--- config.mk ---
export PLATFORM = sky130hd
export DESIGN_NAME = tspc_top
export DESIGN_NICKNAME = d
export VERILOG_FILES = /design/src/tspc_pkg.sv /design/src/tspc_edge_sync.sv /design/src/tspc_prescaler.sv /design/src/tspc_top.sv
export VERILOG_INCLUDE_DIRS = /design/src
export SDC_FILE = /design/constraint.sdc
export NUM_CORES = 1
export LEC_CHECK = 0
export BUFFER_PORTS_ARGS = -buffer_cell sky130_fd_sc_hd__buf_4
export CORE_ASPECT_RATIO = 1.25
export CORE_MARGIN = 2
export CORE_UTILIZATION = 50
export CTS_BUF_LIST = sky130_fd_sc_hd__clkbuf_16
export DETAILED_ROUTE_END_ITERATION = 6
export PLACE_DENSITY = 0.77
export SLEW_MARGIN = 20
export SYNTH_ARGS = -nofsm -noshare
export SYNTH_HDL_FRONTEND = slang
export SYNTH_SLANG_ARGS = --single-unit
--- constraint.sdc ---
create_clock -name clock -period 3.8 [get_ports clock]
set_input_delay 0 -clock clock [delete_from_list [all_inputs] [get_ports clock]]
set_output_delay 0 -clock clock [all_outputs]
set_load 0.02 [all_outputs]
--- src/tspc_consts.svh ---
/*
 * Register offsets, field positions, reset values and counts for the
 * single pulse / capture timer. Assumes a 3-bit word address and 16-bit data.
 */
`ifndef TSPC_CONSTS_SVH
`define TSPC_CONSTS_SVH

// register bus shape
`define TSPC_ADDR_W 3
`define TSPC_DATA_W 16
`define TSPC_CNT_W 10

// word offsets
`define TSPC_OFS_CTRL 3'h0
`define TSPC_OFS_COMPARE_VALUE_A 3'h1
`define TSPC_OFS_COMPARE_VALUE_P 3'h2
`define TSPC_OFS_COUNT 3'h3
`define TSPC_OFS_STATUS 3'h4

// control word occupies the low bits
`define TSPC_CTRL_W 11
`define TSPC_CTRL_RST 11'h000

// status bits, write one to clear
`define TSPC_STAT_A_BIT 0
`define TSPC_STAT_P_BIT 1

// counter limits
`define TSPC_CNT_MAX 10'h3ff
`define TSPC_CNT_ZERO 10'h000
`define TSPC_CNT_ONE 10'h001

// pin function codes
`define TSPC_PF_SINGLE 2'h3
`define TSPC_CAP_RISE 2'h0
`define TSPC_CAP_FALL 2'h1
`define TSPC_CAP_BOTH 2'h2
`define TSPC_CAP_OFF 2'h3

// prescaler terminal counts for /1, /4, /16, /64
`define TSPC_DIV_1 6'h00
`define TSPC_DIV_4 6'h03
`define TSPC_DIV_16 6'h0f
`define TSPC_DIV_64 6'h3f

`endif

--- src/tspc_pkg.sv ---
/*
 * Types of the single pulse / capture timer: mode codes, control word and
 * the state records of each module. Assumes tspc_consts.svh is on the path.
 */
`include "tspc_consts.svh"

package tspc_pkg;

   // mode select codes
   typedef enum logic [1:0] {
      TSPC_MODE_CMP = 2'h0,
      TSPC_MODE_CAP = 2'h1,
      TSPC_MODE_PULSE = 2'h2,
      TSPC_MODE_TMR = 2'h3
   } tspc_mode_t;

   // software control word, msb first
   typedef struct packed {
      logic counter_run_bit;
      tspc_mode_t mode_select;
      logic [1:0] pin_function;
      logic output_level_control;
      logic output_invert;
      logic clear_source_select;
      logic duty_period_swap;
      logic [1:0] clk_sel;
   } tspc_ctrl_t;

   typedef struct packed {
      tspc_ctrl_t ctrl;
      logic [`TSPC_CNT_W-1:0] compare_value_a;
      logic [`TSPC_CNT_W-1:0] compare_value_p;
      logic [`TSPC_CNT_W-1:0] cnt;
      logic flag_a;
      logic flag_p;
      logic irq_a;
      logic irq_p;
      logic timer_out;
      logic [`TSPC_DATA_W-1:0] rdata;
   } tspc_top_st_t;

   typedef struct packed {
      logic meta;
      logic sync;
      logic prev;
   } tspc_sync_st_t;

   typedef struct packed {
      logic [5:0] cnt;
      logic tick;
   } tspc_div_st_t;

endpackage : tspc_pkg

--- src/tspc_edge_sync.sv ---
/*
 * Two-flop synchroniser with edge detection for one pin.
 * Assumes the pin is asynchronous to clock; edges are one-cycle pulses.
 */
`timescale 1ns/10ps

module tspc_edge_sync import tspc_pkg::*; (
   input wire logic clock,
   input wire logic reset,
   input wire logic pin_in,
   output logic rise,
   output logic fall
);

   tspc_sync_st_t st_r;
   tspc_sync_st_t st_nxt;

   // meta feeds only the second flop
   always_comb begin
      st_nxt = st_r;
      st_nxt.meta = pin_in;
      st_nxt.sync = st_r.meta;
      st_nxt.prev = st_r.sync;
   end

   always_ff @(posedge clock) begin
      if (reset) begin
         st_r <= '0;
      end else begin
         st_r <= st_nxt;
      end
   end

   // edges seen on settled samples only
   assign rise = st_r.sync & ~st_r.prev;
   assign fall = ~st_r.sync & st_r.prev;

endmodule : tspc_edge_sync

--- src/tspc_prescaler.sv ---
/*
 * Counter clock prescaler: one-cycle tick every 1, 4, 16 or 64 clocks.
 * Assumes a single clock; runs freely so the tick phase is not tied to run.
 */
`timescale 1ns/10ps
`include "tspc_consts.svh"

module tspc_prescaler import tspc_pkg::*; (
   input wire logic clock,
   input wire logic reset,
   input wire logic [1:0] clk_sel,
   output logic tick
);

   tspc_div_st_t st_r;
   tspc_div_st_t st_nxt;
   logic [5:0] limit;

   // terminal count per selection
   always_comb begin
      unique case (clk_sel)
         2'h0: limit = `TSPC_DIV_1;
         2'h1: limit = `TSPC_DIV_4;
         2'h2: limit = `TSPC_DIV_16;
         2'h3: limit = `TSPC_DIV_64;
      endcase
   end

   // >= keeps a lowered limit from waiting a full wrap
   always_comb begin
      st_nxt = st_r;
      st_nxt.tick = 1'b0;
      if (st_r.cnt >= limit) begin
         st_nxt.cnt = 6'h00;
         st_nxt.tick = 1'b1;
      end else begin
         st_nxt.cnt = st_r.cnt + 6'h01;
      end
   end

   always_ff @(posedge clock) begin
      if (reset) begin
         st_r <= '0;
      end else begin
         st_r <= st_nxt;
      end
   end

   assign tick = st_r.tick;

endmodule : tspc_prescaler

--- src/tspc_top.sv ---
/*
 * Single pulse output and input capture modes of a 10-bit timer, with
 * control, compare and counter registers on a plain strobe port.
 * Assumes trigger and capture pins are asynchronous; bus is on clock.
 */

`timescale 1ns/10ps
`include "tspc_consts.svh"

module tspc_top import tspc_pkg::*; (
   input wire logic clock,
   input wire logic reset,
   input wire logic [`TSPC_ADDR_W-1:0] addr,
   input wire logic [`TSPC_DATA_W-1:0] wr_data,
   input wire logic wr_en,
   input wire logic rd_en,
   output logic [`TSPC_DATA_W-1:0] rd_data,
   input wire logic external_trigger_pin,
   input wire logic capture_input_pin,
   output logic timer_out,
   output logic irq_compare_a,
   output logic irq_compare_p
);

   tspc_top_st_t st_r;
   tspc_top_st_t st_nxt;
   logic tick;
   logic trig_rise;
   logic cap_rise;
   logic cap_fall;
   logic sp_match;
   logic cap_match_p;
   logic cap_hit;
   logic run_rise;

   // one-shot needs both the mode and the pin function code
   function automatic logic is_single(input tspc_ctrl_t c);
      return (c.mode_select == TSPC_MODE_PULSE)
         && (c.pin_function == `TSPC_PF_SINGLE);
   endfunction : is_single

   function automatic logic is_capture(input tspc_ctrl_t c);
      return c.mode_select == TSPC_MODE_CAP;
   endfunction : is_capture

   // edge select; code 11 never captures
   function automatic logic edge_hit(input logic [1:0] pf, input logic r,
                                     input logic f);
      unique case (pf)
         `TSPC_CAP_RISE: return r;
         `TSPC_CAP_FALL: return f;
         `TSPC_CAP_BOTH: return r | f;
         `TSPC_CAP_OFF: return 1'b0;
      endcase
   endfunction : edge_hit

   tspc_prescaler u_div (
      .clock(clock),
      .reset(reset),
      .clk_sel(st_r.ctrl.clk_sel),
      .tick(tick)
   );

   tspc_edge_sync u_trig (
      .clock(clock),
      .reset(reset),
      .pin_in(external_trigger_pin),
      .rise(trig_rise),
      .fall()
   );

   tspc_edge_sync u_cap (
      .clock(clock),
      .reset(reset),
      .pin_in(capture_input_pin),
      .rise(cap_rise),
      .fall(cap_fall)
   );

   // events judged on registered state
   assign sp_match = is_single(st_r.ctrl) && st_r.ctrl.counter_run_bit && tick
      && (st_r.cnt == st_r.compare_value_a);
   assign cap_match_p = is_capture(st_r.ctrl) && st_r.ctrl.counter_run_bit
      && tick && (st_r.compare_value_p != `TSPC_CNT_ZERO)
      && (st_r.cnt == st_r.compare_value_p);
   assign cap_hit = is_capture(st_r.ctrl) && st_r.ctrl.counter_run_bit
      && edge_hit(st_r.ctrl.pin_function, cap_rise, cap_fall);

   // next state: bus writes first, hardware events after so they win
   always_comb begin
      st_nxt = st_r;
      st_nxt.irq_a = 1'b0;
      st_nxt.irq_p = 1'b0;
      st_nxt.rdata = 16'h0000;
      run_rise = 1'b0;
      if (wr_en) begin
         unique case (addr)
            `TSPC_OFS_CTRL: begin
               st_nxt.ctrl = tspc_ctrl_t'(wr_data[`TSPC_CTRL_W-1:0]);
            end
            `TSPC_OFS_COMPARE_VALUE_A: begin
               st_nxt.compare_value_a = wr_data[`TSPC_CNT_W-1:0];
            end
            `TSPC_OFS_COMPARE_VALUE_P: begin
               st_nxt.compare_value_p = wr_data[`TSPC_CNT_W-1:0];
            end
            `TSPC_OFS_STATUS: begin
               if (wr_data[`TSPC_STAT_A_BIT]) begin
                  st_nxt.flag_a = 1'b0;
               end
               if (wr_data[`TSPC_STAT_P_BIT]) begin
                  st_nxt.flag_p = 1'b0;
               end
            end
            default: begin
            end
         endcase
      end
      // match ends the pulse, trigger may restart it
      if (sp_match) begin
         st_nxt.ctrl.counter_run_bit = 1'b0;
         st_nxt.irq_a = 1'b1;
         st_nxt.flag_a = 1'b1;
      end
      if (is_single(st_r.ctrl) && trig_rise) begin
         st_nxt.ctrl.counter_run_bit = 1'b1;
      end
      run_rise = st_nxt.ctrl.counter_run_bit & ~st_r.ctrl.counter_run_bit;
      // counter: zeroed only by run rising in one-shot; compare_value_p unused there
      if (run_rise) begin
         st_nxt.cnt = `TSPC_CNT_ZERO;
      end else if (cap_match_p) begin
         st_nxt.cnt = `TSPC_CNT_ZERO;
         st_nxt.irq_p = 1'b1;
         st_nxt.flag_p = 1'b1;
      end else if (st_r.ctrl.counter_run_bit && tick && !sp_match
                   && (is_single(st_r.ctrl) || is_capture(st_r.ctrl))) begin
         st_nxt.cnt = st_r.cnt + `TSPC_CNT_ONE;
      end
      // capture overrides a same-cycle software write of compare_value_a
      if (cap_hit) begin
         st_nxt.compare_value_a = st_r.cnt;
         st_nxt.irq_a = 1'b1;
         st_nxt.flag_a = 1'b1;
      end
      // pulse level follows run; capture mode drives nothing
      if (is_single(st_nxt.ctrl)) begin
         st_nxt.timer_out = (st_nxt.ctrl.counter_run_bit
            ? st_nxt.ctrl.output_level_control
            : ~st_nxt.ctrl.output_level_control)
            ^ st_nxt.ctrl.output_invert;
      end else begin
         st_nxt.timer_out = 1'b0;
      end
      // read data valid the cycle after the strobe only
      if (rd_en) begin
         unique case (addr)
            `TSPC_OFS_CTRL: st_nxt.rdata = {5'h00, st_r.ctrl};
            `TSPC_OFS_COMPARE_VALUE_A: st_nxt.rdata = {6'h00, st_r.compare_value_a};
            `TSPC_OFS_COMPARE_VALUE_P: st_nxt.rdata = {6'h00, st_r.compare_value_p};
            `TSPC_OFS_COUNT: st_nxt.rdata = {6'h00, st_r.cnt};
            `TSPC_OFS_STATUS: st_nxt.rdata = {14'h0000, st_r.flag_p, st_r.flag_a};
            default: st_nxt.rdata = 16'h0000;
         endcase
      end
   end

   always_ff @(posedge clock) begin
      if (reset) begin
         st_r <= '0;
      end else begin
         st_r <= st_nxt;
      end
   end

   assign rd_data = st_r.rdata;
   assign timer_out = st_r.timer_out;
   assign irq_compare_a = st_r.irq_a;
   assign irq_compare_p = st_r.irq_p;
endmodule : tspc_top

==> summary by stage, run 1 <==
Outcome
The flow ran to the end, and the final reports show no timing, DRC or antenna violations.

Global routing
The routing usage on met2 is 40.4%. The pin count of the biggest net entering global routing is 44. The global-route wire length before repair is 14,400 um. Global routing consumed, on the met3 layer, 5.20% of the routing resources. In the global route stage, overall resource usage came out at 23.0%.

The number of antenna violations at the first check in global routing is 0. met2 is the most crowded layer. The met1 usage is 25.6%. The via count of the first global-routing pass came to 3,104. The total congestion overflow is 0.

Routing
In this run the remaining antenna-violating nets after routing total 0. Before antenna repair, the detailed router went through 4 iterations. The number of violations reported at the end of detailed-routing iteration 0 is 214. The remaining routing DRC violations is 0. The routed layout has 3,244 vias. The final routed wirelength across all metal layers is 8880 um. The final routed wire length divided by cell count is 16.1 um.

The detailed-route vias per instance is 5.90.

Synthesis
The library cell with the largest summed area after synthesis is sky130_fd_sc_hd__dfxtp_1. After synthesis the netlist holds a flip-flop and latch count of 70. Summing every instance area after synthesis gives 3770 um2. Sorting the synthesized cells by area gives the leading types as sky130_fd_sc_hd__dfxtp_1, sky130_fd_sc_hd__xor2_1, sky130_fd_sc_hd__a21oi_1.

A synthesized cell averages 8.72 um2. In this run, synthesis inferred 0 flip-flops with an integrated enable. For this run, the register share of the synthesized area comes to 37.2%. Among all flip-flop cells after synthesis, the most frequent one is sky130_fd_sc_hd__dfxtp_1. In this run the biggest area consumer among cell types represents 37.2% of the synthesized area.

The count of unique library cells instantiated by Yosys is 60. Synthesis handed over a netlist of 432 instances. The number of warnings reported in the yosys synthesis log is 0. The async set-or-reset flop fraction in the synthesized netlist is 0%.

Timing
Setup repair after global routing left no endpoint under its margin. Final hold analysis gives a worst-case slack of 0.0159 ns. The worst clock skew on the final layout is 0.00826 ns. Counting I/O delays and the setup requirement, the final critical path takes 2.10 ns. Static timing analysis puts the maximum clock frequency at 476 MHz. Dividing the final minimum period by the clock period gives 55.3%. The final hold violation count is 0.

At the pin with the least slew margin, the transition time is 0.638 ns. Setup violations remaining at the end of the flow were counted as 0. The remaining max-slew budget at the tightest pin is 57.4%. The accumulated negative setup slack is 0 ns. The max-slew violation total from the final report is 0.

Setup path
Of all nets on the critical path, the largest fanout is 18. Data arrives at the worst endpoint at 2.31 ns. The worst path buffer plus inverter count is 0. The slowest cell on the critical path is sky130_fd_sc_hd__and4_1. STA puts the critical path data required time at 4.00 ns.

Grouping stages by cell kind, the critical path spends the most delay in simple AND/OR/NAND/NOR gates. The critical path goes through xor2_1, nor4_4, and4_1, nor4_1, mux2i_1. The kind of end point of the critical path is a flip-flop. The setup path with the least slack is of type flip-flop to flip-flop. The worst setup path is launched from a flip-flop. In this design, the stage delay of the slowest critical-path cell is 0.63 ns.

Clock network
TritonCTS created 9 clock buffers. The clock passes through at most 2 buffers. The latest clock arrival within the worst-skew pair is 0.33 ns. The number of sinks handled by clock tree synthesis is 70. The H-tree was split into 3 levels. The post-CTS setup repair buffer count is 0.

The quantity of hold-fixing buffers added after cts is 14. Gates resized during post-CTS repair numbered 0. Clock-pin slew was measured on the worst setup and hold paths at 0.06 ns. The cell at the root of the clock tree is sky130_fd_sc_hd__clkbuf_16.

The clock tree from TritonCTS is done.

Power
In this run, the clock network consumes 46.6% of the power. In this run the power density over the cells is 384 nW/um2. The leakage dissipation is 1.75 nW.

The net switching share of the total power is 24.5%. The combinational fraction of design power is 7.4%. Per report_power, the sequential group accounts for 46.0% of the total. VDD sags by at most 268 uV. The net load switching power is 0.404 mW. The internal portion of the total power is 1.24 mW.

Floorplanning
In this run the count of I/O pins placed on the die edge is 44. The core region area is 7360 um2. In this run the horizontal extent of the chip is 81.7 um.

The floorplan has 35 rows. The floorplan step defined a die boundary enclosing 8250 um2. The overall die height is 101 um. Once the floorplan was initialized, standard cells occupied 51.2% of the core.

Placement
Detailed placement finished with a half-perimeter wire length of 6150 um. Summing all placed instances gives a cell area of 3870 um2. After detailed placement, the design holds a cell count of 520. The final RePlAce weighted congestion is 0.874. Port buffering added 33 buffers.

Cells and area
The layout cell share with drive strength beyond 1 is 14.8%. In the layout the commonest cells are sky130_fd_sc_hd__dfxtp_1, sky130_fd_sc_hd__nand2_1, sky130_fd_sc_hd__a21oi_1. The final standard cell utilization of the core is 58.3%.

Leaving out fill and tap cells, the most frequent cell in the layout is sky130_fd_sc_hd__dfxtp_1. With fillers left out, the area of the finished cells amounts to 4290 um2. At the end of the flow, the number of nets in the layout was 488. The layout overhead on the synthesized area is 13.8%.

The finished layout holds 550 standard cells, fillers aside. The layout has 650 filler cells. The repair_antennas step left the layout with diodes totalling 0.

Worst hold path
The min-delay analysis places its worst path in the category input port to flip-flop.

Run
The count of max-cap constraint violations is 0.
[stage by stage]
stage / setup WS (ns) / power (mW)
floorplan: 2.05 / 0.847
global placement: 1.78 / 0.878
detailed placement: 1.74 / 0.880
CTS: 1.71 / 1.66
global route: 1.52 / 1.70
finish: 1.70 / 1.64
[cell usage after synthesis, types with 3 or more instances]
library cell / n
sky130_fd_sc_hd__buf_6: 5
sky130_fd_sc_hd__clkbuf_1: 8
sky130_fd_sc_hd__and3_1: 5
sky130_fd_sc_hd__nand3_1: 10
sky130_fd_sc_hd__nor2b_1: 8
sky130_fd_sc_hd__nor3_1: 7
sky130_fd_sc_hd__a211oi_1: 9
sky130_fd_sc_hd__ha_1: 10
sky130_fd_sc_hd__a21oi_1: 41
sky130_fd_sc_hd__buf_2: 9
sky130_fd_sc_hd__xor2_1: 25
sky130_fd_sc_hd__mux2_2: 3
sky130_fd_sc_hd__nand2_1: 49
sky130_fd_sc_hd__buf_4: 19
sky130_fd_sc_hd__nand2b_1: 6
sky130_fd_sc_hd__and2_1: 3
sky130_fd_sc_hd__or3_1: 6
sky130_fd_sc_hd__nor2_1: 31
sky130_fd_sc_hd__mux2i_1: 20
sky130_fd_sc_hd__nand4_1: 9
sky130_fd_sc_hd__nor4_1: 7
sky130_fd_sc_hd__a2bb2oi_1: 7
sky130_fd_sc_hd__o21ai_1: 6
sky130_fd_sc_hd__a22oi_1: 4
sky130_fd_sc_hd__nand3b_1: 5
sky130_fd_sc_hd__dfxtp_1: 70
sky130_fd_sc_hd__o21ai_0: 4
sky130_fd_sc_hd__inv_1: 7
[cell type report]
class	count	area (um2)	share of cell area (%)
inverters	7	26.3	0.613
flip-flops and latches	70	1400	32.7
clock buffers	9	225	5.25
repair buffers	49	403	9.40
well taps	92	115	2.68
multi-input cells	316	2070	48.3
clock inverters	7	47.5	1.11
[registers in the layout, summed over array words and instances (netlist names), 2 cells and up]
register       flops
u_div.st_r         6
rd_data           11
st_r              43
u_trig.st_nxt      2
u_cap.st_nxt       2
[power by group through the flow]
stage	Combinational, mW	Clock (mW)	Sequential, mW
2_1_floorplan	0.0783	0	0.769
3_3_place_gp	0.106	0	0.772
3_5_place_dp	0.109	0	0.772
4_1_cts	0.121	0.781	0.756
5_1_grt	0.132	0.811	0.757
6_report	0.122	0.767	0.756
[worst register-to-register path, stage by stage, from the launching register on]
cell and delay (ns):
sky130_fd_sc_hd__dfxtp_1 0.55, sky130_fd_sc_hd__xor2_1 0.17, sky130_fd_sc_hd__nor4_4 0.34, sky130_fd_sc_hd__and4_1 0.63, sky130_fd_sc_hd__nor4_1 0.14, sky130_fd_sc_hd__mux2i_1 0.15
[cell families after synthesis]
group,count (synthesis),synth area share [%]
mux,24,6.81
compound gates,87,14.6
simple gates,164,23.5
flops,70,37.2
other cells,1,0.0995
buf+inv,50,8.47
xor+xnor,26,6.04
fa+ha+maj,10,3.32
[per-layer routing]
layer  part of all wire (%)  routed length [um]
met1                     39                3490
met2                     53                4690
met3                    5.0                 446
met4                    2.8                 250
met5                      0                   0
[worst paths after layout]
| check | from | to | slack (ns) | cells past startpoint |
|---|---|---|---|---|
| max | st_r[24] | st_r[29] | 1.70 | 5 |
| min | wr_en | st_r[50] | 0.02 | 3 |
| max reg2reg | st_r[24] | st_r[29] | 1.70 | 5 |
| min reg2reg | u_trig.st_nxt[1] | u_trig.st_nxt[0] | 0.43 | 1 |
(Power assumes the default switching activity.)
==> inputs of run 2 (changes only) <==
--- a/config.mk
+++ b/config.mk
@@ -12,7 +12,7 @@
 export CORE_UTILIZATION = 50
 export CTS_BUF_LIST = sky130_fd_sc_hd__clkbuf_16
 export DETAILED_ROUTE_END_ITERATION = 6
-export PLACE_DENSITY = 0.77
+export PLACE_DENSITY = 0.8
 export SLEW_MARGIN = 20
 export SYNTH_ARGS = -nofsm -noshare
 export SYNTH_HDL_FRONTEND = slang
==> constraint.sdc (replaced) <==
create_clock -name clock -period 1.91 [get_ports clock]
set_input_delay 0 -clock clock [delete_from_list [all_inputs] [get_ports clock]]
set_output_delay 0 -clock clock [all_outputs]
set_load 0.02 [all_outputs]
==> run 2 against run 1 <==
Compared with the run above: first-iteration DRC count up 15%; final cell count up 2.9%; sequential power up 98%; combinational power up 110%; utilization up 2.0 points; critical path depth up 1; maximum frequency up 15%; worst hold slack better by 0.0016 ns; global-route usage up 0.74 points; design area up 3.5%; critical path type unchanged.
==> summary by stage, run 2 (same netlist as run 1, synthesis figures left out) <==
Outcome
The flow ran to the end, and the final reports show no timing, DRC or antenna violations.

Setup path
The worst path required time is 2.17 ns. The kind of end point of the critical path is a flip-flop. The type of the setup path with the least slack is flip-flop to flip-flop. STA classifies the critical path startpoint as a flip-flop. At the worst endpoint, the arrival time is 2.08 ns. The critical-path maximum fanout is 14.

Timing
The ratio of final minimum period to clock period is 95.3%. The max-slew violation total from the final report is 0. After routing, the total negative slack on setup checks comes to 0 ns.

The final critical delay including setup and external delays is 1.82 ns. Between clock sinks in the finished design, the worst skew comes to 0.00638 ns. Setup violations remaining at the end of the flow were counted as 0. The final hold violation count is 0. Derived from the worst setup path, the maximum achievable clock frequency is 550 MHz.

Routing
In this run the remaining antenna-violating nets after routing total 0. Across all layers, the routed design uses 3,223 vias. The detailed-route vias per instance is 5.69. Wires add up to 9260 um.

The number of violations reported at the end of detailed-routing iteration 0 is 246. Dividing the detail-routed wire length by the instance count gives 16.4 um. After detailed routing, the number of remaining DRC violations is 0. The first detailed-routing pass took 4 iterations.

Placement
The placement-stage cell area is 4000 um2. The detailed-placement wirelength estimate is 6560 um. The placed instance count is 537.

The total of buffers placed on input and output ports is 33. The final RePlAce weighted congestion is 0.894.

Floorplanning
Once the floorplan was initialized, standard cells occupied 51.2% of the core. The width of the chip is 81.7 um. The row count is 35. The number of placed I/O pins is 44. In this run the vertical extent of the chip is 101 um. The floorplan step defined a die boundary enclosing 8250 um2. The core region area is 7360 um2.

Cells and area
The post-route non-filler standard cell count is 566. More flip-flops sit in one register than any other, and that register is st_r. In the layout the commonest cells are sky130_fd_sc_hd__dfxtp_1, sky130_fd_sc_hd__buf_4, sky130_fd_sc_hd__nand2_1. The final standard cell utilization of the core is 60.3%. The number of diodes is 0.

The layout overhead on the synthesized area is 17.7%. The register with the most flip-flops in the layout has 43 of them. The layout cell share with drive strength beyond 1 is 18.8%. The final net count is 504.

After routing the design area is 4440 um2. The leading cell type in the layout, fill and taps excluded is sky130_fd_sc_hd__dfxtp_1.

Worst hold path
The tightest min-delay check is of the input port to flip-flop type.

Run
The count of max-cap constraint violations is 0.

Clock network
TritonCTS built the clock tree. Buffers inserted during clock tree synthesis total 9. The number of setup buffers added after CTS is 0. CTS built an H-tree with a depth of 3. The tree is rooted in a sky130_fd_sc_hd__clkbuf_16. The worst-case clock buffer depth is 2. The clock net in this run drives a total of 70 sinks. The clock transition time at the flip-flop clock pins of the worst setup and hold paths is 0.06 ns. The later pin in the worst-skew pair is clocked with a latency of 0.33 ns.

Global routing
The total congestion overflow is 0. The via count of the first global-routing pass is 3,214. The pin count of the biggest net entering global routing is 44. Global routing consumed, over all layers together, 23.7% of the routing resources.

The number of antenna violations at the first check in global routing is 0. The global-route wire length before repair is 14,900 um.

Power
The design draws 3.40 mW. The power per standard cell area is 766 nW/um2. IR analysis of the VDD net gives a maximum drop of 503 uV. The analysis attributes to cell leakage a power of 1.84 nW.
-- run 2: metal layers --
metal	part of all wire (%)	global-route usage (%)
met2	51	40.9
met1	40	26.7
met4	3.7	14.0
met3	4.7	4.57
met5	0	0
-- run 2: worst max-delay path, cell delays in order, from the launching register on --
cell and delay (ns):
sky130_fd_sc_hd__dfxtp_1 0.49, sky130_fd_sc_hd__xor2_1 0.25, sky130_fd_sc_hd__nor4_2 0.08, sky130_fd_sc_hd__and4_1 0.25, sky130_fd_sc_hd__buf_4 0.19, sky130_fd_sc_hd__or3_1 0.36, sky130_fd_sc_hd__a21oi_1 0.14
-- run 2: final timing paths --
kind                    from               to  depth (start not counted)  slack [ns]
max                 st_r[25]         st_r[23]                          6        0.09
min reg2reg  u_cap.st_nxt[1]  u_cap.st_nxt[0]                          1        0.43
max reg2reg         st_r[25]         st_r[23]                          6        0.09
min                    wr_en         st_r[50]                          3        0.02
-- run 2: per-stage QoR --
stage	hold slack [ns]	setup slack, ns
floorplan	0.128	0.156
finish	0.0175	0.0904
detailed placement	0.215	-0.0420
CTS	0.00971	0.0885
global route	0.0437	-0.00512
global placement	0.212	0.00359
-- run 2: area by class of cell --
cell class                      count  area [um2]
Timing Repair Buffer               65         520
Clock inverter                      7        65.1
Tap cell                           92         115
Fill cell                         628        2920
Clock buffer                        9         225
Sequential cell                    70        1400
Inverter                            7        26.3
Multi-Input combinational cell    316        2080
-- run 2: repair_timing --
action,CTS,global route
hold buffers,13,0
setup endpoints to repair,6,14
hold endpoints to repair,23,0
pin swaps,0,0
resized for setup,1,4
-- run 2: power by group --
| part | switching [mW] | internal (mW) |
|---|---|---|
| logic | 0.142 | 0.115 |
| clock network | 0.637 | 1.00 |
| registers | 0.0204 | 1.48 |
==> inputs of run 3 (changes only) <==
--- a/config.mk
+++ b/config.mk
@@ -6,6 +6,7 @@
 export SDC_FILE = /design/constraint.sdc
 export NUM_CORES = 1
 export LEC_CHECK = 0
+export ABC_AREA = 1
 export BUFFER_PORTS_ARGS = -buffer_cell sky130_fd_sc_hd__buf_4
 export CORE_ASPECT_RATIO = 1.25
 export CORE_MARGIN = 2
==> constraint.sdc (replaced) <==
create_clock -name clock -period 1.67 [get_ports clock]
set_input_delay 0 -clock clock [delete_from_list [all_inputs] [get_ports clock]]
set_output_delay 0 -clock clock [all_outputs]
set_load 0.02 [all_outputs]
==> run 3 against run 2 <==
Compared with the run above: combinational power rose by 39%; maximum frequency rose by 11%; sequential cell count unchanged; worst hold slack worse by 0.016 ns; clock skew decreased by 0.0019 ns; final cell count up 23%; via count up 17%; design area is 7.4% higher; first-iteration DRC count grew 27%; non-clock buffer count increased by 4; critical path depth grew 2; die area rose by 3.1%; largest cell class unchanged.
==> summary by stage, run 3 <==
Outcome
The run finished with clean final reports.

Synthesis
The sequential area share after synthesis is 36.0%. After synthesis, the netlist uses 39 different library cells. The number of warnings reported in the yosys synthesis log is 0. The fraction of post-synthesis cell area in the top cell type by area is 36.0%. By area the synthesized netlist is led by sky130_fd_sc_hd__dfxtp_1, sky130_fd_sc_hd__nand2_1, sky130_fd_sc_hd__inv_1.

Counting flops and latches in the post-synthesis netlist gives 70. Averaged over all synthesized cells, the footprint is 7.02 um2. The number of enable flip-flop cells after synthesis is 0. Synthesis produced a netlist whose cell count is 554.

The library cell with the largest summed area after synthesis is sky130_fd_sc_hd__dfxtp_1. The async set-or-reset flop fraction in the synthesized netlist is 0%. The commonest register cell after synthesis is sky130_fd_sc_hd__dfxtp_1.

The cell area after synthesis is 3890 um2. Among all cell types in the netlist, the one instantiated most often is sky130_fd_sc_hd__nand2_1. Counting instances in the post-synthesis netlist gives the leading cell types as sky130_fd_sc_hd__nand2_1, sky130_fd_sc_hd__dfxtp_1, sky130_fd_sc_hd__inv_1, sky130_fd_sc_hd__nor2_1, sky130_fd_sc_hd__a21oi_1.

Placement
Detailed placement ended at an HPWL of 7510 um. The total of buffers placed on input and output ports is 33. The placed instance count is 667. The placement-stage cell area is 4210 um2. The final RePlAce weighted congestion is 0.937.

Routing
Wire segments on met3 add up to 743 um in the final route. For this block, the initial DRC count from the detailed router was 313. The count of nets left with antenna violations once routing finished came out at 0. The met2 layer wire length in the routed design is 4960 um.

Across all layers, the routed design uses 3,767 vias. The final routed wirelength across all metal layers is 10,100 um. The detailed-route vias per instance is 5.40.

The uppermost metal layer occupied by signal nets is met4. After detailed routing, the average wire length per cell comes to 14.5 um. The sum of routed wire segments on met1 is 4050 um. The iteration count of the initial detailed-routing pass is 5.

The remaining routing DRC violations is 0.

Global routing
The first global-routing pass estimated 16,600 um of wire. The total routing usage reported by global routing is 24.8%. The total congestion overflow is 0. Entering global routing, the biggest net connects 23 pins.

The number of antenna violations at the first check in global routing came to 0. The via count of the first global-routing pass is 3,530.

Cells and area
The final standard cell area without fillers is 4770 um2. The register with the most flip-flops in the final layout is st_r. The number of flip-flops under the largest register name is 43. Counting the fill cells in the layout gives 640.

Cells with a size suffix above 1 make up 25.1% of the layout. For this run, the post-layout net count is 636. Leaving out fill and tap cells, the most frequent cells in the layout are sky130_fd_sc_hd__nand2_1, sky130_fd_sc_hd__inv_1, sky130_fd_sc_hd__dfxtp_1. 0 antenna diodes ended up in the layout. Relative to the synthesized area, the layout overhead comes to 22.5%.

The post-route non-filler standard cell count is 698. Cells fill 64.0% of the core in the end. The leading cell type in the layout, fill and taps excluded is sky130_fd_sc_hd__nand2_1.

Clock network
The clock tree synthesis step divided the H-tree into 3 levels. The cell at the root of the clock tree is sky130_fd_sc_hd__clkbuf_16. Counting along the longest clock path gives a buffer depth of 2. After clock tree synthesis, the clock-pin slew on the worst setup and hold paths is 0.05 ns. The clock drives 70 sinks. Clock tree synthesis inserted a total of 9 buffers. TritonCTS built the clock tree. For the worst-skew pair, the clock arrives at the later sink with an insertion delay of 0.33 ns.

Setup path
The worst register-to-register path begins at st_r[52]. The critical path starts at st_r[52]. In this run the register-to-register setup slack is 0.03 ns. On the worst path, the slowest cell contributes a delay of 0.36 ns. For this design, the slowest cell found on the critical path is sky130_fd_sc_hd__dfxtp_4. The category of the worst setup path launch point is a flip-flop. The number of buffers and inverters on the critical path is 1. The end of the critical path is u_div.st_r[5].

At the worst endpoint, the arrival time is 1.92 ns. The worst setup path is of the flip-flop to flip-flop kind. The worst path required time is 1.95 ns. The critical-path maximum fanout is 6. The total number of cells along the worst setup path is 8. The kind of end point of the critical path is a flip-flop. The kind of cell adding the most delay to the critical path is simple AND/OR/NAND/NOR gates. The destination of the worst register-to-register timing path is u_div.st_r[5]. For the worst flop-to-flop path, the logic depth is 8. The critical path goes through nor2_4, ha_4, inv_2, nor2_1, o211ai_1, o2111ai_2, or2_4, nor2_2.

Timing
Setup repair after global routing could not meet its margin everywhere. The final hold violation count is 0. Headroom to the max-slew limit came out at 66.5%. The count of endpoints failing setup in the final report is 0.

Based on the critical path, the design can be clocked at up to 610 MHz. The worst clock skew on the final layout is 0.00449 ns. The max-slew violation total from the final report is 0. The ratio of final minimum period to clock period is 98.2%. The final critical delay including setup and external delays is 1.64 ns. The actual slew at the worst max-slew pin is 0.502 ns.

Floorplanning
The total die area is 8510 um2. The row count is 35. The initial core utilization is 52.3%. Measured along the x axis, the die boundary spans 82.9 um.

The overall die height is 103 um. The number of placed I/O pins is 44. In this run the standard cell core region covers 7440 um2.

Power
Summed over all cells, the static leakage comes to 2.00 nW. Dividing total power by cell area gives a power density of 819 nW/um2. The worst IR drop on VDD is 608 uV. The total power consumption of the routed design is 3.90 mW.

Worst hold path
The class of the tightest hold or removal check is input port to flip-flop.

Run
The count of max-cap constraint violations is 0.
run 3: changes by cell type after synthesis, moves of 11 or more:
| cell | previous run | this run |
|---|---|---|
| sky130_fd_sc_hd__inv_1 | 7 | 68 |
| sky130_fd_sc_hd__nand2_1 | 49 | 95 |
| sky130_fd_sc_hd__nor2_1 | 31 | 62 |
| sky130_fd_sc_hd__mux2i_1 | 20 | 0 |
| sky130_fd_sc_hd__nand3_1 | 10 | 29 |
| sky130_fd_sc_hd__inv_2 | 0 | 18 |
| sky130_fd_sc_hd__o21ai_0 | 4 | 22 |
| sky130_fd_sc_hd__xor2_1 | 25 | 8 |
| sky130_fd_sc_hd__nor2_2 | 0 | 14 |
| sky130_fd_sc_hd__o22ai_1 | 0 | 14 |
| sky130_fd_sc_hd__a21oi_1 | 41 | 30 |
run 3: tightest hold or removal path: cells and delay by family:
family	cells	cell delay [ns]
AO/OA/AOI/OAI	2	0.19
buffers and inverters	1	0.10
run 3: layout make-up:
| class | count | area [um2] | area share [%] |
|---|---|---|---|
| Clock buffer | 9 | 225 | 4.73 |
| Clock inverter | 7 | 58.8 | 1.23 |
| Inverter | 91 | 342 | 7.17 |
| Multi-Input combinational cell | 360 | 2040 | 42.8 |
| Sequential cell | 70 | 1420 | 29.8 |
| Tap cell | 92 | 115 | 2.42 |
| Timing Repair Buffer | 69 | 563 | 11.8 |
run 3: how the worst min path moves through the flow:
stage	cells past startpoint	slack [ns]	from	endpoint
detailed placement	3	0.21	external_trigger_pin	u_trig.st_nxt[1]
floorplan	2	0.11	capture_input_pin	u_cap.st_nxt[1]
global placement	3	0.21	external_trigger_pin	u_trig.st_nxt[1]
global route	3	0.01	wr_data[5]	st_r[46]
CTS	3	0.005	wr_data[6]	st_r[47]
finish	3	0.001	wr_data[6]	st_r[47]
run 3: cells by family (layout without fill, tap and decap cells):
| family | count (synthesis) | in the layout | share of synthesized area, % |
|---|---|---|---|
| AND/OR/NAND/NOR | 232 | 232 | 27.5 |
| buffers and inverters | 128 | 176 | 14.7 |
| AO/OA/AOI/OAI | 97 | 97 | 14.9 |
| flip-flops | 70 | 70 | 36.0 |
| XOR/XNOR | 16 | 16 | 3.60 |
| adder cells (fa/ha/maj) | 10 | 10 | 3.22 |
| other | 1 | 5 | 0.0964 |
run 3: routing by layer:
layer	GRT usage [%]	up-vias
met2	43.7	174
li1	-	1849
met3	5.84	41
met5	0	-
met1	28.7	1703
met4	12.0	0
run 3: power by group:
part | leakage (nW) | total, mW | internal [mW] | switching [mW]
clock network | 0.149 | 1.82 | 1.13 | 0.684
registers | 0.573 | 1.73 | 1.70 | 0.0275
logic | 1.28 | 0.356 | 0.138 | 0.218
total | 2.00 | 3.90 | 2.97 | 0.930
run 3: what timing repair did:
| action | in CTS | in global routing |
|---|---|---|
| resized for setup | 4 | 34 |
| hold endpoints to repair | 16 | 0 |
| pin swaps | 1 | 7 |
| buffers inserted | 1 | 3 |
| cloned | 0 | 1 |
| setup endpoints to repair | 7 | 27 |
| hold buffers | 10 | 0 |
run 3: through the flow:
stage | setup slack [ns] | hold slack, ns | TNS, ns
5_1_grt | -0.0331 | 0.0143 | -0.154
3_3_place_gp | 0.0453 | 0.210 | 0
6_report | 0.0303 | 0.00143 | 0
3_5_place_dp | -0.0582 | 0.212 | -0.258
2_1_floorplan | 0.166 | 0.107 | 0
4_1_cts | 0.000149 | 0.00503 | 0
